==> src/rtl/port_status_pkg.sv <==
// constants and types shared by the port status and configuration block
`default_nettype none

package port_status_pkg;

  // ------------------------------------------------------------------
  // register indices (byte address is four times the index)
  // ------------------------------------------------------------------
  localparam logic [7:0] IDX_CFG_LOW = 8'h00;
  localparam logic [7:0] IDX_STATUS = 8'h01;
  localparam logic [7:0] IDX_ID_LOW = 8'h02;
  localparam logic [7:0] IDX_ID_HIGH = 8'h03;
  localparam logic [7:0] IDX_SELECT = 8'h10;
  localparam logic [7:0] IDX_MASK = 8'h11;
  localparam logic [7:0] IDX_ORDER = 8'h12;

  // ------------------------------------------------------------------
  // values after reset
  // ------------------------------------------------------------------
  localparam logic [7:0] STATUS_RST = 8'h0C;
  localparam logic [7:0] CFG_RST = 8'h00;
  localparam logic [7:0] POL_A_RST = 8'hFF;
  localparam logic [7:0] POL_B_RST = 8'hDF;
  localparam logic [3:0] MASK_RST = 4'h0;

  // ------------------------------------------------------------------
  // field positions
  // ------------------------------------------------------------------
  localparam int CFG_PARITY_BIT = 7;
  localparam int CFG_ODD_BIT = 6;
  localparam int CFG_ROLE_BIT = 5;
  localparam int CFG_MODE_LSB = 2;
  localparam int ST_DEC_END = 7;
  localparam int ST_B_CMP = 6;
  localparam int ST_B_SINGLE = 5;
  localparam int ST_B_END = 4;
  localparam int ST_B_EMPTY = 3;
  localparam int ST_A_EMPTY = 2;
  localparam int ST_A_SINGLE = 1;
  localparam int ST_A_END = 0;
  // mask register bits and held-event bits share this order
  localparam int MSK_A_END = 0;
  localparam int MSK_A_SINGLE = 1;
  localparam int MSK_B_END = 2;
  localparam int MSK_B_SINGLE = 3;

  // ------------------------------------------------------------------
  // enumerations
  // ------------------------------------------------------------------
  typedef enum logic [2:0] {
    OP_IDLE = 3'h0,
    OP_COMPRESS = 3'h1,
    OP_COMP_BYPASS = 3'h2,
    OP_DECOMP = 3'h3,
    OP_DECOMP_BYPASS = 3'h4,
    OP_DECOMP_OUTDIS = 3'h5
  } op_mode_t;

  typedef enum logic [1:0] {
    SEL_NONE = 2'h0,
    SEL_PORT_A = 2'h1,
    SEL_PORT_B = 2'h2
  } select_t;

  typedef enum logic [2:0] {
    DMA_RSVD = 3'h0,
    DMA_VENDOR = 3'h1,
    DMA_ATA = 3'h2,
    DMA_BURST = 3'h3
  } dma_mode_t;

endpackage : port_status_pkg

`default_nettype wire

==> src/rtl/parity_unit.sv <==
// per-byte parity generation and check for one 16-bit data port
`default_nettype none

module parity_unit #(
  parameter int BYTES = 2
) (
  input wire logic [8*BYTES-1:0] data,
  input wire logic [BYTES-1:0] par_in,
  input wire logic check_en,
  input wire logic odd,
  output logic [BYTES-1:0] par_gen,
  output logic par_err
);

  logic [BYTES-1:0] mismatch;

  // ------------------------------------------------------------------
  // one parity bit per byte lane
  // ------------------------------------------------------------------
  genvar i;
  generate
    for (i = 0; i < BYTES; i++) begin : g_lane
      // odd parity inverts the plain xor so the total count is odd
      assign par_gen[i] = (^data[8*i +: 8]) ^ odd;
      assign mismatch[i] = par_gen[i] ^ par_in[i];
    end
  endgenerate

  assign par_err = check_en & (|mismatch);

endmodule : parity_unit

`default_nettype wire

==> src/rtl/port_status_config.sv <==
// status byte, port configuration, polarity and identity registers
// What this block does
// - with all four port masks set, port flags appear only at final word
// - decoder record-end sets on end code or code error, decompress only
// - decoder record-end clears on reset, new transfer, next record start
// - port-B compare flag follows count at least compare count
// - compress modes set port-B single-byte with record-end if one byte
// - decompress bypass sets port-B single-byte on last one-byte transfer
// - port-B record-end on last record byte out or in; invalid decompress
// - four port flags clear on reset, new transfer, next record first byte
// - port-B empty flag shows an empty port-B path; set by reset
// - port-A empty flag shows an empty port-A path; set by reset
// - port-A single-byte set on last one-byte record transfer
// - port-A record-end on length countdown zero or last byte out
// - port-A config bit 15 enables parity checking on port-A bus
// - port-A config bit 14 selects odd parity, cleared selects even
// - port-A DMA mode 001 vendor, 010 ATA, 011 burst, others reserved
// - port-B config bits 15 and 14 set parity enable and odd parity
// - port-B DMA mode uses the same encoding as port A
// - read-only identity readable only outside selection commands
// - port-A polarity bits set active low; reset 0xFF; port-A select
// - port-B polarity bits set active low; reset 0xDF; port-B select
//
// The APB slave port is this design's own decision.
`default_nettype none

module port_status_config
  import port_status_pkg::*;
#(
  parameter int ADDR_W = 12,
  // arbitrary neutral value, not a real part code
  parameter logic [15:0] CHIP_IDENT = 16'h5A21
) (
  input wire logic ref_clk,
  input wire logic reset,
  // APB slave
  input wire logic [ADDR_W-1:0] paddr,
  input wire logic psel,
  input wire logic penable,
  input wire logic pwrite,
  input wire logic [31:0] pwdata,
  output logic [31:0] prdata,
  output logic pready,
  output logic pslverr,
  // transfer context from the command logic
  input wire logic [2:0] op_mode,
  input wire logic new_transfer,
  input wire logic final_word,
  // decoder events
  input wire logic dec_end_code,
  input wire logic dec_code_error,
  input wire logic dec_record_start,
  // port-B events and counters
  input wire logic [31:0] portb_count,
  input wire logic [31:0] portb_compare,
  input wire logic portb_last_byte,
  input wire logic portb_one_byte,
  input wire logic portb_first_byte,
  input wire logic portb_path_busy,
  // port-A events
  input wire logic porta_length_zero,
  input wire logic porta_last_byte,
  input wire logic porta_one_byte,
  input wire logic porta_first_byte,
  input wire logic porta_path_busy,
  // data buses and their parity lanes
  input wire logic [15:0] porta_data_bus,
  input wire logic [1:0] porta_par_in,
  input wire logic [15:0] portb_data_bus,
  input wire logic [1:0] portb_par_in,
  // raw control pins, normalised to active high by polarity
  input wire logic [7:0] porta_ctl_pins,
  input wire logic [7:0] portb_ctl_pins,
  output logic [7:0] porta_ctl_active,
  output logic [7:0] portb_ctl_active,
  // configuration outputs toward the port interfaces
  output logic [1:0] porta_par_gen,
  output logic [1:0] portb_par_gen,
  output logic porta_par_err,
  output logic portb_par_err,
  output logic [2:0] porta_dma_mode,
  output logic [2:0] portb_dma_mode,
  output logic porta_mode_valid,
  output logic portb_mode_valid,
  output logic byte_order_select
);

  // ------------------------------------------------------------------
  // registers
  // ------------------------------------------------------------------
  logic [7:0] status_high_byte_r;
  logic [7:0] port_a_config_high_r;
  logic [7:0] port_b_config_high_r;
  logic [7:0] port_a_polarity_r;
  logic [7:0] port_b_polarity_r;
  logic [3:0] mask_r;
  logic [3:0] held_r;
  logic [1:0] command_register_r;
  logic byte_order_r;
  logic [31:0] rdata_r;
  logic err_r;

  op_mode_t mode;
  select_t sel;
  assign mode = op_mode_t'(op_mode);
  assign sel = select_t'(command_register_r);

  // ------------------------------------------------------------------
  // mode qualifiers
  // ------------------------------------------------------------------
  logic mode_comp;
  logic mode_decomp;
  logic mode_dbyp;
  logic b_flags_valid;
  assign mode_comp = (mode == OP_COMPRESS) || (mode == OP_COMP_BYPASS);
  assign mode_decomp = (mode == OP_DECOMP) || (mode == OP_DECOMP_OUTDIS);
  assign mode_dbyp = (mode == OP_DECOMP_BYPASS);
  assign b_flags_valid = mode_comp || mode_dbyp;

  // ------------------------------------------------------------------
  // raw record events, indexed like the mask bits
  // ------------------------------------------------------------------
  logic [3:0] evt;
  logic [3:0] clr;
  logic [3:0] fire;
  logic defer;

  always_comb begin
    evt = 4'h0;
    // compress modes: end when length countdown hits zero
    evt[MSK_A_END] = (mode_comp && porta_length_zero) ||
      ((mode_decomp || mode_dbyp) && porta_last_byte);
    evt[MSK_A_SINGLE] = porta_one_byte &&
      ((mode_comp && porta_last_byte) ||
       ((mode_decomp || mode_dbyp) && porta_last_byte));
    // port-B flags mean nothing in the two decompress modes
    evt[MSK_B_END] = b_flags_valid && portb_last_byte;
    evt[MSK_B_SINGLE] = portb_one_byte && portb_last_byte &&
      b_flags_valid;
  end

  assign clr[MSK_A_END] = porta_first_byte;
  assign clr[MSK_A_SINGLE] = porta_first_byte;
  assign clr[MSK_B_END] = portb_first_byte;
  assign clr[MSK_B_SINGLE] = portb_first_byte;

  // all four masks set: record events are held until the last word
  assign defer = &mask_r;
  assign fire = defer ? ((held_r | evt) & {4{final_word}}) : evt;

  // ------------------------------------------------------------------
  // held events for end-of-transfer reporting
  // ------------------------------------------------------------------
  always_ff @(posedge ref_clk) begin
    if (reset || new_transfer) begin
      held_r <= 4'h0;
    end else if (!defer || final_word) begin
      held_r <= 4'h0;
    end else begin
      held_r <= held_r | evt;
    end
  end

  // ------------------------------------------------------------------
  // status byte: set beats record-start and first-byte clears; new transfer clear beats set
  // ------------------------------------------------------------------
  always_ff @(posedge ref_clk) begin
    if (reset) begin
      status_high_byte_r <= STATUS_RST;
    end else begin
      status_high_byte_r[ST_B_EMPTY] <= !portb_path_busy;
      status_high_byte_r[ST_A_EMPTY] <= !porta_path_busy;
      if (new_transfer) begin
        status_high_byte_r[ST_DEC_END] <= 1'b0;
        status_high_byte_r[ST_B_CMP] <= 1'b0;
        status_high_byte_r[ST_A_END] <= 1'b0;
        status_high_byte_r[ST_A_SINGLE] <= 1'b0;
        status_high_byte_r[ST_B_END] <= 1'b0;
        status_high_byte_r[ST_B_SINGLE] <= 1'b0;
      end else begin
        status_high_byte_r[ST_B_CMP] <= (portb_count >= portb_compare);
        if (mode_decomp && (dec_end_code || dec_code_error)) begin
          status_high_byte_r[ST_DEC_END] <= 1'b1;
        end else if (dec_record_start) begin
          status_high_byte_r[ST_DEC_END] <= 1'b0;
        end
        status_high_byte_r[ST_A_END] <= fire[MSK_A_END] ||
          (status_high_byte_r[ST_A_END] && !clr[MSK_A_END]);
        status_high_byte_r[ST_A_SINGLE] <= fire[MSK_A_SINGLE] ||
          (status_high_byte_r[ST_A_SINGLE] && !clr[MSK_A_SINGLE]);
        status_high_byte_r[ST_B_END] <= fire[MSK_B_END] ||
          (status_high_byte_r[ST_B_END] && !clr[MSK_B_END]);
        status_high_byte_r[ST_B_SINGLE] <= fire[MSK_B_SINGLE] ||
          (status_high_byte_r[ST_B_SINGLE] && !clr[MSK_B_SINGLE]);
      end
    end
  end

  // ------------------------------------------------------------------
  // APB decode
  // ------------------------------------------------------------------
  logic [7:0] idx;
  logic [7:0] eff_idx;
  logic aligned;
  logic setup;
  logic wr_en;
  logic hit;
  logic [31:0] rd_nxt;

  assign aligned = (paddr[1:0] == 2'b00) && (paddr[ADDR_W-1:10] == '0);
  assign idx = paddr[9:2];
  // byte order select swaps indices 0 and 1 and indices 2 and 3; higher indices are unchanged
  assign eff_idx = (idx < 8'h04) ? (idx ^ {7'h00, byte_order_r}) : idx;
  assign setup = psel && !penable;
  assign wr_en = psel && penable && pwrite && !err_r;
  assign pready = 1'b1;

  always_comb begin
    rd_nxt = 32'h0000_0000;
    hit = aligned;
    unique case (eff_idx)
      IDX_CFG_LOW: begin
        rd_nxt = 32'h0000_0000;
      end
      IDX_STATUS: begin
        unique case (sel)
          SEL_PORT_A: rd_nxt[7:0] = port_a_config_high_r;
          SEL_PORT_B: rd_nxt[7:0] = port_b_config_high_r;
          default: rd_nxt[7:0] = status_high_byte_r;
        endcase
      end
      IDX_ID_LOW: begin
        unique case (sel)
          SEL_PORT_A: rd_nxt[7:0] = port_a_polarity_r;
          SEL_PORT_B: rd_nxt[7:0] = port_b_polarity_r;
          default: rd_nxt[7:0] = CHIP_IDENT[7:0];
        endcase
      end
      IDX_ID_HIGH: begin
        if (sel == SEL_NONE) begin
          rd_nxt[7:0] = CHIP_IDENT[15:8];
        end
      end
      IDX_SELECT: rd_nxt[1:0] = command_register_r;
      IDX_MASK: rd_nxt[3:0] = mask_r;
      IDX_ORDER: rd_nxt[0] = byte_order_r;
      default: hit = 1'b0;
    endcase
    if (!aligned) begin
      rd_nxt = 32'h0000_0000;
    end
  end

  // read data and error are captured in the setup cycle
  always_ff @(posedge ref_clk) begin
    if (reset) begin
      rdata_r <= 32'h0000_0000;
      err_r <= 1'b0;
    end else if (setup) begin
      rdata_r <= pwrite ? 32'h0000_0000 : rd_nxt;
      err_r <= !hit;
    end
  end

  assign prdata = rdata_r;
  assign pslverr = psel && penable && err_r;

  // ------------------------------------------------------------------
  // writable registers
  // ------------------------------------------------------------------
  always_ff @(posedge ref_clk) begin
    if (reset) begin
      command_register_r <= SEL_NONE;
      mask_r <= MASK_RST;
      byte_order_r <= 1'b0;
    end else if (wr_en) begin
      if (eff_idx == IDX_SELECT) begin
        // unused code 2'h3 folds to no selection
        command_register_r <= (pwdata[1:0] == 2'h3) ? SEL_NONE : pwdata[1:0];
      end
      if (eff_idx == IDX_MASK) begin
        mask_r <= pwdata[3:0];
      end
      if (eff_idx == IDX_ORDER) begin
        byte_order_r <= pwdata[0];
      end
    end
  end

  // configuration and polarity: only reachable under the matching select
  always_ff @(posedge ref_clk) begin
    if (reset) begin
      port_a_config_high_r <= CFG_RST;
      port_b_config_high_r <= CFG_RST;
      port_a_polarity_r <= POL_A_RST;
      port_b_polarity_r <= POL_B_RST;
    end else if (wr_en && (sel == SEL_PORT_A)) begin
      if (eff_idx == IDX_STATUS) begin
        // low two bits are reserved; target role is kept as written
        port_a_config_high_r <= {pwdata[7:2], 2'b00};
      end
      if (eff_idx == IDX_ID_LOW) begin
        port_a_polarity_r <= pwdata[7:0];
      end
    end else if (wr_en && (sel == SEL_PORT_B)) begin
      if (eff_idx == IDX_STATUS) begin
        // bit 13 and the low two bits are reserved on port B
        port_b_config_high_r <= {pwdata[7:6], 1'b0, pwdata[4:2], 2'b00};
      end
      if (eff_idx == IDX_ID_LOW) begin
        port_b_polarity_r <= pwdata[7:0];
      end
    end
  end

  // ------------------------------------------------------------------
  // DMA handshake selection
  // ------------------------------------------------------------------
  dma_mode_t a_mode;
  dma_mode_t b_mode;
  assign a_mode = dma_mode_t'(port_a_config_high_r[CFG_MODE_LSB +: 3]);
  assign b_mode = dma_mode_t'(port_b_config_high_r[CFG_MODE_LSB +: 3]);

  always_ff @(posedge ref_clk) begin
    if (reset) begin
      porta_dma_mode <= DMA_RSVD;
      portb_dma_mode <= DMA_RSVD;
      porta_mode_valid <= 1'b0;
      portb_mode_valid <= 1'b0;
    end else begin
      porta_dma_mode <= a_mode;
      portb_dma_mode <= b_mode;
      // reserved codes leave the port without a handshake
      porta_mode_valid <= (a_mode == DMA_VENDOR) || (a_mode == DMA_ATA) ||
        (a_mode == DMA_BURST);
      portb_mode_valid <= (b_mode == DMA_VENDOR) || (b_mode == DMA_ATA) ||
        (b_mode == DMA_BURST);
    end
  end

  // ------------------------------------------------------------------
  // parity on the two data buses
  // ------------------------------------------------------------------
  logic [1:0] a_gen;
  logic [1:0] b_gen;
  logic a_err;
  logic b_err;

  parity_unit #(
    .BYTES(2)
  ) u_parity_a (
    .data(porta_data_bus),
    .par_in(porta_par_in),
    .check_en(port_a_config_high_r[CFG_PARITY_BIT]),
    .odd(port_a_config_high_r[CFG_ODD_BIT]),
    .par_gen(a_gen),
    .par_err(a_err)
  );

  parity_unit #(
    .BYTES(2)
  ) u_parity_b (
    .data(portb_data_bus),
    .par_in(portb_par_in),
    .check_en(port_b_config_high_r[CFG_PARITY_BIT]),
    .odd(port_b_config_high_r[CFG_ODD_BIT]),
    .par_gen(b_gen),
    .par_err(b_err)
  );

  always_ff @(posedge ref_clk) begin
    if (reset) begin
      porta_par_gen <= 2'b00;
      portb_par_gen <= 2'b00;
      porta_par_err <= 1'b0;
      portb_par_err <= 1'b0;
    end else begin
      porta_par_gen <= a_gen;
      portb_par_gen <= b_gen;
      porta_par_err <= a_err;
      portb_par_err <= b_err;
    end
  end

  // ------------------------------------------------------------------
  // control pin polarity; one cycle of latency, no synchroniser needed
  // ------------------------------------------------------------------
  always_ff @(posedge ref_clk) begin
    if (reset) begin
      porta_ctl_active <= 8'h00;
      portb_ctl_active <= 8'h00;
    end else begin
      porta_ctl_active <= porta_ctl_pins ^ port_a_polarity_r;
      portb_ctl_active <= portb_ctl_pins ^ port_b_polarity_r;
    end
  end

  assign byte_order_select = byte_order_r;

endmodule : port_status_config

`default_nettype wire

==> config.mk <==
export PLATFORM = sky130hd
export DESIGN_NAME = port_status_config
export DESIGN_NICKNAME = d
export VERILOG_FILES = /design/src/rtl/port_status_pkg.sv /design/src/rtl/parity_unit.sv /design/src/rtl/port_status_config.sv
export SDC_FILE = /design/constraint.sdc
export NUM_CORES = 1
export LEC_CHECK = 0
export ABC_AREA = 1
export ABC_CLOCK_PERIOD_IN_PS = 1560
export BUFFER_PORTS_ARGS = -buffer_cell sky130_fd_sc_hd__buf_2
export CAP_MARGIN = 20
export CORE_MARGIN = 2
export CORE_UTILIZATION = 40
export DETAILED_ROUTE_END_ITERATION = 16
export PLACE_DENSITY = 0.73
export SYNTH_ARGS = -nofsm -noshare
export SYNTH_HDL_FRONTEND = slang
export SYNTH_HIERARCHICAL = 1
export SYNTH_SLANG_ARGS = --single-unit
export TNS_END_PERCENT = 10
==> constraint.sdc <==
create_clock -name ref_clk -period 1.56 [get_ports ref_clk]
set_input_delay 0.078 -clock ref_clk [delete_from_list [all_inputs] [get_ports ref_clk]]
set_output_delay 0.078 -clock ref_clk [all_outputs]
set_load 0.02 [all_outputs]
Word-level counts from Yosys, hierarchy flattened. Index checks and enable logic that the tools add are counted.

Order comparisons: 2. Equal/unequal tests: 20. Mux-type cells: 15. Bitwise operators: 16. Reductions and logical operators: 67.

Operator list (number): greater-or-equal comparator 32 bit (1); two-way mux 32 bit (1); case mux 8 bit (2 select lines) (2); parity 8 bit (4); == test 8 x 5 -> 1 bit, second input constant (3); logical AND 1 bit (20); == test 3 x 2 -> 1 bit, second input constant (6); logical OR 1 bit (17); == test 8 x 2 -> 1 bit, second input constant (2); two-way mux 8 bit (2); bitwise XOR 8 bit (2); case mux 4 bit (3 select lines) (1); AND reduction 2 bit (5); == test 3 x 1 -> 1 bit, second input constant (3); == test 8 x 1 -> 1 bit, second input constant (1); logical NOT 1 bit (8); logical NOT 8 bit (1); less-than comparator 8 x 3 -> 1 bit, second input constant (1); case mux 2 bit (4 select lines) (1); OR reduction 2 bit (4); bitwise XOR 1 bit (8); bitwise XOR 8 x 1 -> 8 bit (1); two-way mux 7 bit (1); OR reduction 7 bit (1); 16 further kinds (24).

Register bits after elaboration: 109. Input bits: 182. Output and inout bits: 65. Word-level logic and storage cells: 143.

Logic depth before layout (Yosys ltp).
Depth after elaboration: 10. Depth in mapped cells: 14. Mapped depth without buffers: 14.

By module. Netlist, hierarchy kept.

By module, submodules not included: port_status_config (instances 1, cells an instance 608, area an instance 4718.3 um^2, sequential area each 1701.6 um^2); parity_unit (instances 2, cells an instance 77, area an instance 351.6 um^2, sequential area each 0.0 um^2).

Worst setup path before layout. OpenSTA, ideal clock, no wires.

Kind: register -> register. Start: register command_register_r[0]. End: register rdata_r[3] (netlist: prdata[3]). Setup time: 0.132 ns. Arrival time: 1.431 ns. Data required time: 1.428 ns. Path slack: -0.003 ns. Stages on the path, launching flop included: 10. Buffers on the path: 0. Clock period less this slack: 1.563 ns. Cell sequence: dfxtp_1 inv_1 ha_1 nand2_1 inv_1 a22o_1 nand2_1 nand4_1 nand2_1 a21oi_1.

Longest elaborated chain between the ends: 5. Elaborated cells on any way between the ends: 9. Classes of those cells: 2 x eq/ne; 6 x mux; 1 x reduce/logical.

RTL lines: from (decl) (RTL line port_status_config.sv:98) `logic [1:0] command_register_r;`; from (signal assigned) (RTL line port_status_config.sv:279) `command_register_r <= (pwdata[1:0] == 2'h3) ? SEL_NONE : pwdata[1:0];`; == test 2 bit, or another cell as far along (RTL line port_status_config.sv:226, port_status_config.sv:233); case mux 8 bit (2 select lines), or another cell as far along (RTL line port_status_config.sv:233) `unique case (sel)`; case mux 2 bit (4 select lines) (*) (RTL line port_status_config.sv:221) `unique case (eff_idx)`; two-way mux 8 bit (*) (RTL line port_status_config.sv:249) `if (!aligned) begin`; two-way mux 32 bit (*) (RTL line port_status_config.sv:260) `rdata_r <= pwrite ? 32'h0000_0000 : rd_nxt;`; to (signal assigned) (RTL line port_status_config.sv:260); to (decl) (RTL line port_status_config.sv:100) `logic [31:0] rdata_r;`.

Mark *: on every way between the ends. The rest lies on a longest branch, timed or not. A chain may end at the register's enable or synchronous reset.

Worst setup path after layout.
Start: register command_register_r[0]. End: register rdata_r[2] (netlist: prdata[2]).

Longest elaborated chain between the ends: 5. Elaborated cells on any way between the ends: 7. Classes of those cells: 2 x eq/ne; 5 x mux.

RTL lines (RTL line): == test 2 bit / == test 2 x 1 -> 1 bit (equally long branches) (port_status_config.sv:226, port_status_config.sv:233); case mux 8 bit (2 select lines), on equally long branches (port_status_config.sv:233, port_status_config.sv:226); case mux 2 bit (4 select lines) (*) (port_status_config.sv:221); two-way mux 8 bit (*) (port_status_config.sv:249); two-way mux 32 bit (*) (port_status_config.sv:260).

Marks and branches as above.

==> impl_metrics.env <==
export IMPL_grt_remaining_overflow=0
export IMPL_design_final_nets=1212
export IMPL_detail_route_met2_wl_mm=6.862
export IMPL_grt_util_all_layers=0.1936
export IMPL_clk_pin_slew_worst_setup_hold_paths_ps=60
export IMPL_route_detailed_vias_per_inst=4.517
export IMPL_synth_yosys_warnings=6
export IMPL_detail_route_wl_per_cell_microns=11.79
export IMPL_rsz0062_at_grt="true"
export IMPL_remaining_drc_errors=0
export IMPL_final_hold_violation_count=0
export IMPL_fillCellCount=1292
export IMPL_core_area_sq_um=13240
export IMPL_wl_met1_mm=6.182
export IMPL_fin_worst_skew_ps=5.556
export IMPL_die_h_microns=120.4
export IMPL_status="finished, final reports clean"
export IMPL_crit_path_end_kind="flip-flop"
export IMPL_htree_levels=3
export IMPL_synth_seq_area_share=0.3139
export IMPL_postCtsSetupBuffers=0
export IMPL_path_buf_inv=2
export IMPL_vias=5321
export IMPL_first_global_vias=5035
export IMPL_totalNegativeSetupSlack_ps=0
export IMPL_placementRows=42
export IMPL_synth_distinct_cells=44
export IMPL_detail_route_wirelength_mm=13.89
export IMPL_final_min_clock_period_ps=1507
export IMPL_setup_violations_final=0
export IMPL_critPathSlowestCell="sky130_fd_sc_hd__dfxtp_2"
export IMPL_critical_path_top_delay_family="compound AO/OA/AOI/OAI gates"
export IMPL_placed_area_sq_um=6608
export IMPL_clock_buffers_created_by_tritoncts=9
export IMPL_fin_crit_sh=0.9659
export IMPL_route_top_layer_used="met4"
export IMPL_path_class="reg -> reg"
export IMPL_ioPinCount=247
export IMPL_clk_path_buf_depth=2
export IMPL_routed_wl_met3_microns=720
export IMPL_worstPathMaxFanout=4
export IMPL_drv_max_cap_violation_count=0
export IMPL_whs_ps=7.226
export IMPL_static_leakage_power_nw=3.892
export IMPL_vdd_ir_drop_max_v=0.0005451
export IMPL_area_delta_synth_final_pct=33.42
export IMPL_die_width_microns=120.4
export IMPL_cp_required_ps=1840
export IMPL_place_hpwl_mm=11.19
export IMPL_finish_instance_area_sq_um=7233
export IMPL_grt_pass1_wl_mm=22.63
export IMPL_data_arrival_time_of_the_worst_path_ps=1780
export IMPL_firstDrtPassIters=4
export IMPL_initial_antenna_violation_count=2
export IMPL_cp_slowest_stage_delay_ps=330
export IMPL_max_freq_mhz=663.7
export IMPL_worst_skew_pair_late_latency_ps=340
export IMPL_power_per_cell_area_nw_per_um2=775.1
export IMPL_syn_avg_cell_area_sq_um=7.115
export IMPL_post_route_cells_drive_above_1_share=0.3140
export IMPL_synthesis_instances=762
export IMPL_initial_core_util=0.4094
export IMPL_cts_num_sinks=85
export IMPL_worstSetupStartpointType="flip-flop"
export IMPL_final_max_slew_viol_count=0
export IMPL_yosys_register_bits=85
export IMPL_critical_path_top_cell_by_count="sky130_fd_sc_hd__nand2_1"
export IMPL_clock_tree_root_cell="sky130_fd_sc_hd__clkbuf_16"
export IMPL_netlist_area_sq_um=5421
export IMPL_worst_hold_path_type="in -> reg"
export IMPL_grt_max_degree=39
export IMPL_cts_tree="built"
export IMPL_die_area_sq_um=14500
export IMPL_port_buffers=197
export IMPL_drt_initial_drc_count=162
export IMPL_power_total_mw=5.607
export IMPL_critical_path_cell_by_cell="inv_2 > ha_4 > nand2_2 > buf_4 > o221ai_1 > nand2_1 > o211ai_1 > nand2_1 > a21oi_1"
export IMPL_detail_route_antenna_nets=0
export IMPL_place_gp_congestion=0.9333
==> final cells by class <==
cell class / instances / area (sq um) / area share
Inverter: 144 / 545.5 / 0.07542
Sequential cell: 85 / 1707 / 0.2359
Antenna cell: 2 / 5.005 / 0.0006919
Timing Repair Buffer: 233 / 1304 / 0.1802
Clock inverter: 6 / 93.84 / 0.01297
Multi-Input combinational cell: 522 / 3119 / 0.4312
Clock buffer: 10 / 239.0 / 0.03304
Tap cell: 176 / 220.2 / 0.03044
==> cell usage in the layout, fill, tap and decap left out, types with 4 or more instances in the layout <==
cell	Yosys	layout
sky130_fd_sc_hd__ha_1	35	32
sky130_fd_sc_hd__xor2_1	7	6
sky130_fd_sc_hd__buf_2	0	197
sky130_fd_sc_hd__buf_4	25	17
sky130_fd_sc_hd__xnor2_1	19	18
sky130_fd_sc_hd__o21ai_1	3	7
sky130_fd_sc_hd__a21oi_1	54	54
sky130_fd_sc_hd__o211ai_2	9	9
sky130_fd_sc_hd__nand2_4	7	7
sky130_fd_sc_hd__a22oi_1	4	4
sky130_fd_sc_hd__inv_2	4	9
sky130_fd_sc_hd__clkbuf_16	0	9
sky130_fd_sc_hd__nor2_1	53	53
sky130_fd_sc_hd__nand2_2	22	22
sky130_fd_sc_hd__nand4_1	16	16
sky130_fd_sc_hd__nand2_1	160	159
sky130_fd_sc_hd__o21ai_0	30	24
sky130_fd_sc_hd__dfxtp_2	0	4
sky130_fd_sc_hd__nand3_1	26	26
sky130_fd_sc_hd__dfxtp_1	85	81
sky130_fd_sc_hd__o211ai_1	11	11
sky130_fd_sc_hd__inv_1	138	133
sky130_fd_sc_hd__dlygate4sd3_1	0	19
sky130_fd_sc_hd__nor2_4	5	7
sky130_fd_sc_hd__conb_1	2	25
==> report_power, final <==
| group | total (mW) | leakage [nW] | internal [mW] | switching, mW |
|---|---|---|---|---|
| clock network | 2.36 | 0.165 | 1.46 | 0.898 |
| registers | 2.23 | 0.694 | 2.22 | 0.0155 |
| logic | 1.02 | 3.03 | 0.435 | 0.580 |
==> registers in the layout, indices dropped and copies added (netlist names), 2 cells and up <==
signal                flops
portb_dma_mode            3
prdata                    8
porta_ctl_active          8
porta_dma_mode            3
port_a_polarity_r         8
portb_par_gen             2
status_high_byte_r        8
held_r                    4
command_register_r        2
portb_ctl_active          8
port_a_config_high_r      6
mask_r                    4
porta_par_gen             2
port_b_config_high_r      5
port_b_polarity_r         8
==> metrics by stage <==
stage,setup WS (ps),util,std cells
final,53.22,0.5462,1178
after global routing,-69.38,0.5462,1178
after CTS,4.901,0.5399,1176
after detailed placement,-45.80,0.4990,1141
after global placement,-31.08,0.4990,1141
after floorplan,8.771,-,785
==> Yosys cell counts, drive strengths merged <==
cell type / n / area share
a211oi: 1 / 0.0014
a21boi: 1 / 0.0014
a21oi: 57 / 0.055
a221oi: 2 / 0.0032
a22o: 2 / 0.0032
a22oi: 4 / 0.0055
buf: 30 / 0.041
clkbuf: 4 / 0.0028
clkinv: 1 / 0.00092
conb: 2 / 0.0014
dfxtp: 85 / 0.31
ha: 35 / 0.081
inv: 143 / 0.099
nand2: 190 / 0.15
nand3: 30 / 0.031
nand3b: 1 / 0.0014
nand4: 16 / 0.018
nor2: 63 / 0.053
nor3: 4 / 0.0058
nor3b: 1 / 0.0014
nor4: 2 / 0.0035
o211ai: 20 / 0.036
o21a: 3 / 0.0042
o21ai: 33 / 0.030
o221ai: 4 / 0.0065
o22ai: 1 / 0.0012
or2: 1 / 0.0012
xnor2: 19 / 0.031
xor2: 7 / 0.011
==> tightest hold or removal path, stage by stage <==
cell,delay (ps)
sky130_fd_sc_hd__buf_2,90
sky130_fd_sc_hd__xnor2_1,50
sky130_fd_sc_hd__nor2_1,90
==> logic make-up after synthesis <==
kind of cell | Yosys count | synth area share
compound gates | 128 | 0.1477
xor+xnor | 26 | 0.04200
fa+ha+maj | 35 | 0.08078
buf+inv | 178 | 0.1440
flops | 85 | 0.3139
other cells | 2 | 0.001385
simple gates | 308 | 0.2703
==> path summary, 6_finish.rpt <==
check | startpoint | cells after the start | slack, ps | to
setup reg to reg | command_register_r[0] | 9 | 50 | prdata[2]
setup / recovery | command_register_r[0] | 9 | 50 | prdata[2]
hold reg to reg | port_a_config_high_r[4] | 1 | 410 | porta_mode_valid
hold / removal | porta_ctl_pins[7] | 3 | 7 | porta_ctl_active[7]
==> per-layer routing <==
metal | vias up | GRT usage
met4 | 0 | 0.04942
met5 | - | 0
met1 | 2332 | 0.2335
met3 | 8 | 0.03962
li1 | 2845 | -
met2 | 136 | 0.3496
==> what timing repair did <==
item | in CTS | in global routing
gates cloned | 0 | 0
hold buffers | 19 | 0
pin swaps | 0 | 3
resized for setup | 3 | 28
hold endpoints to repair | 19 | 0
setup endpoints to repair | 7 | 38
No activity file was read; power rests on OpenSTA's default activity.
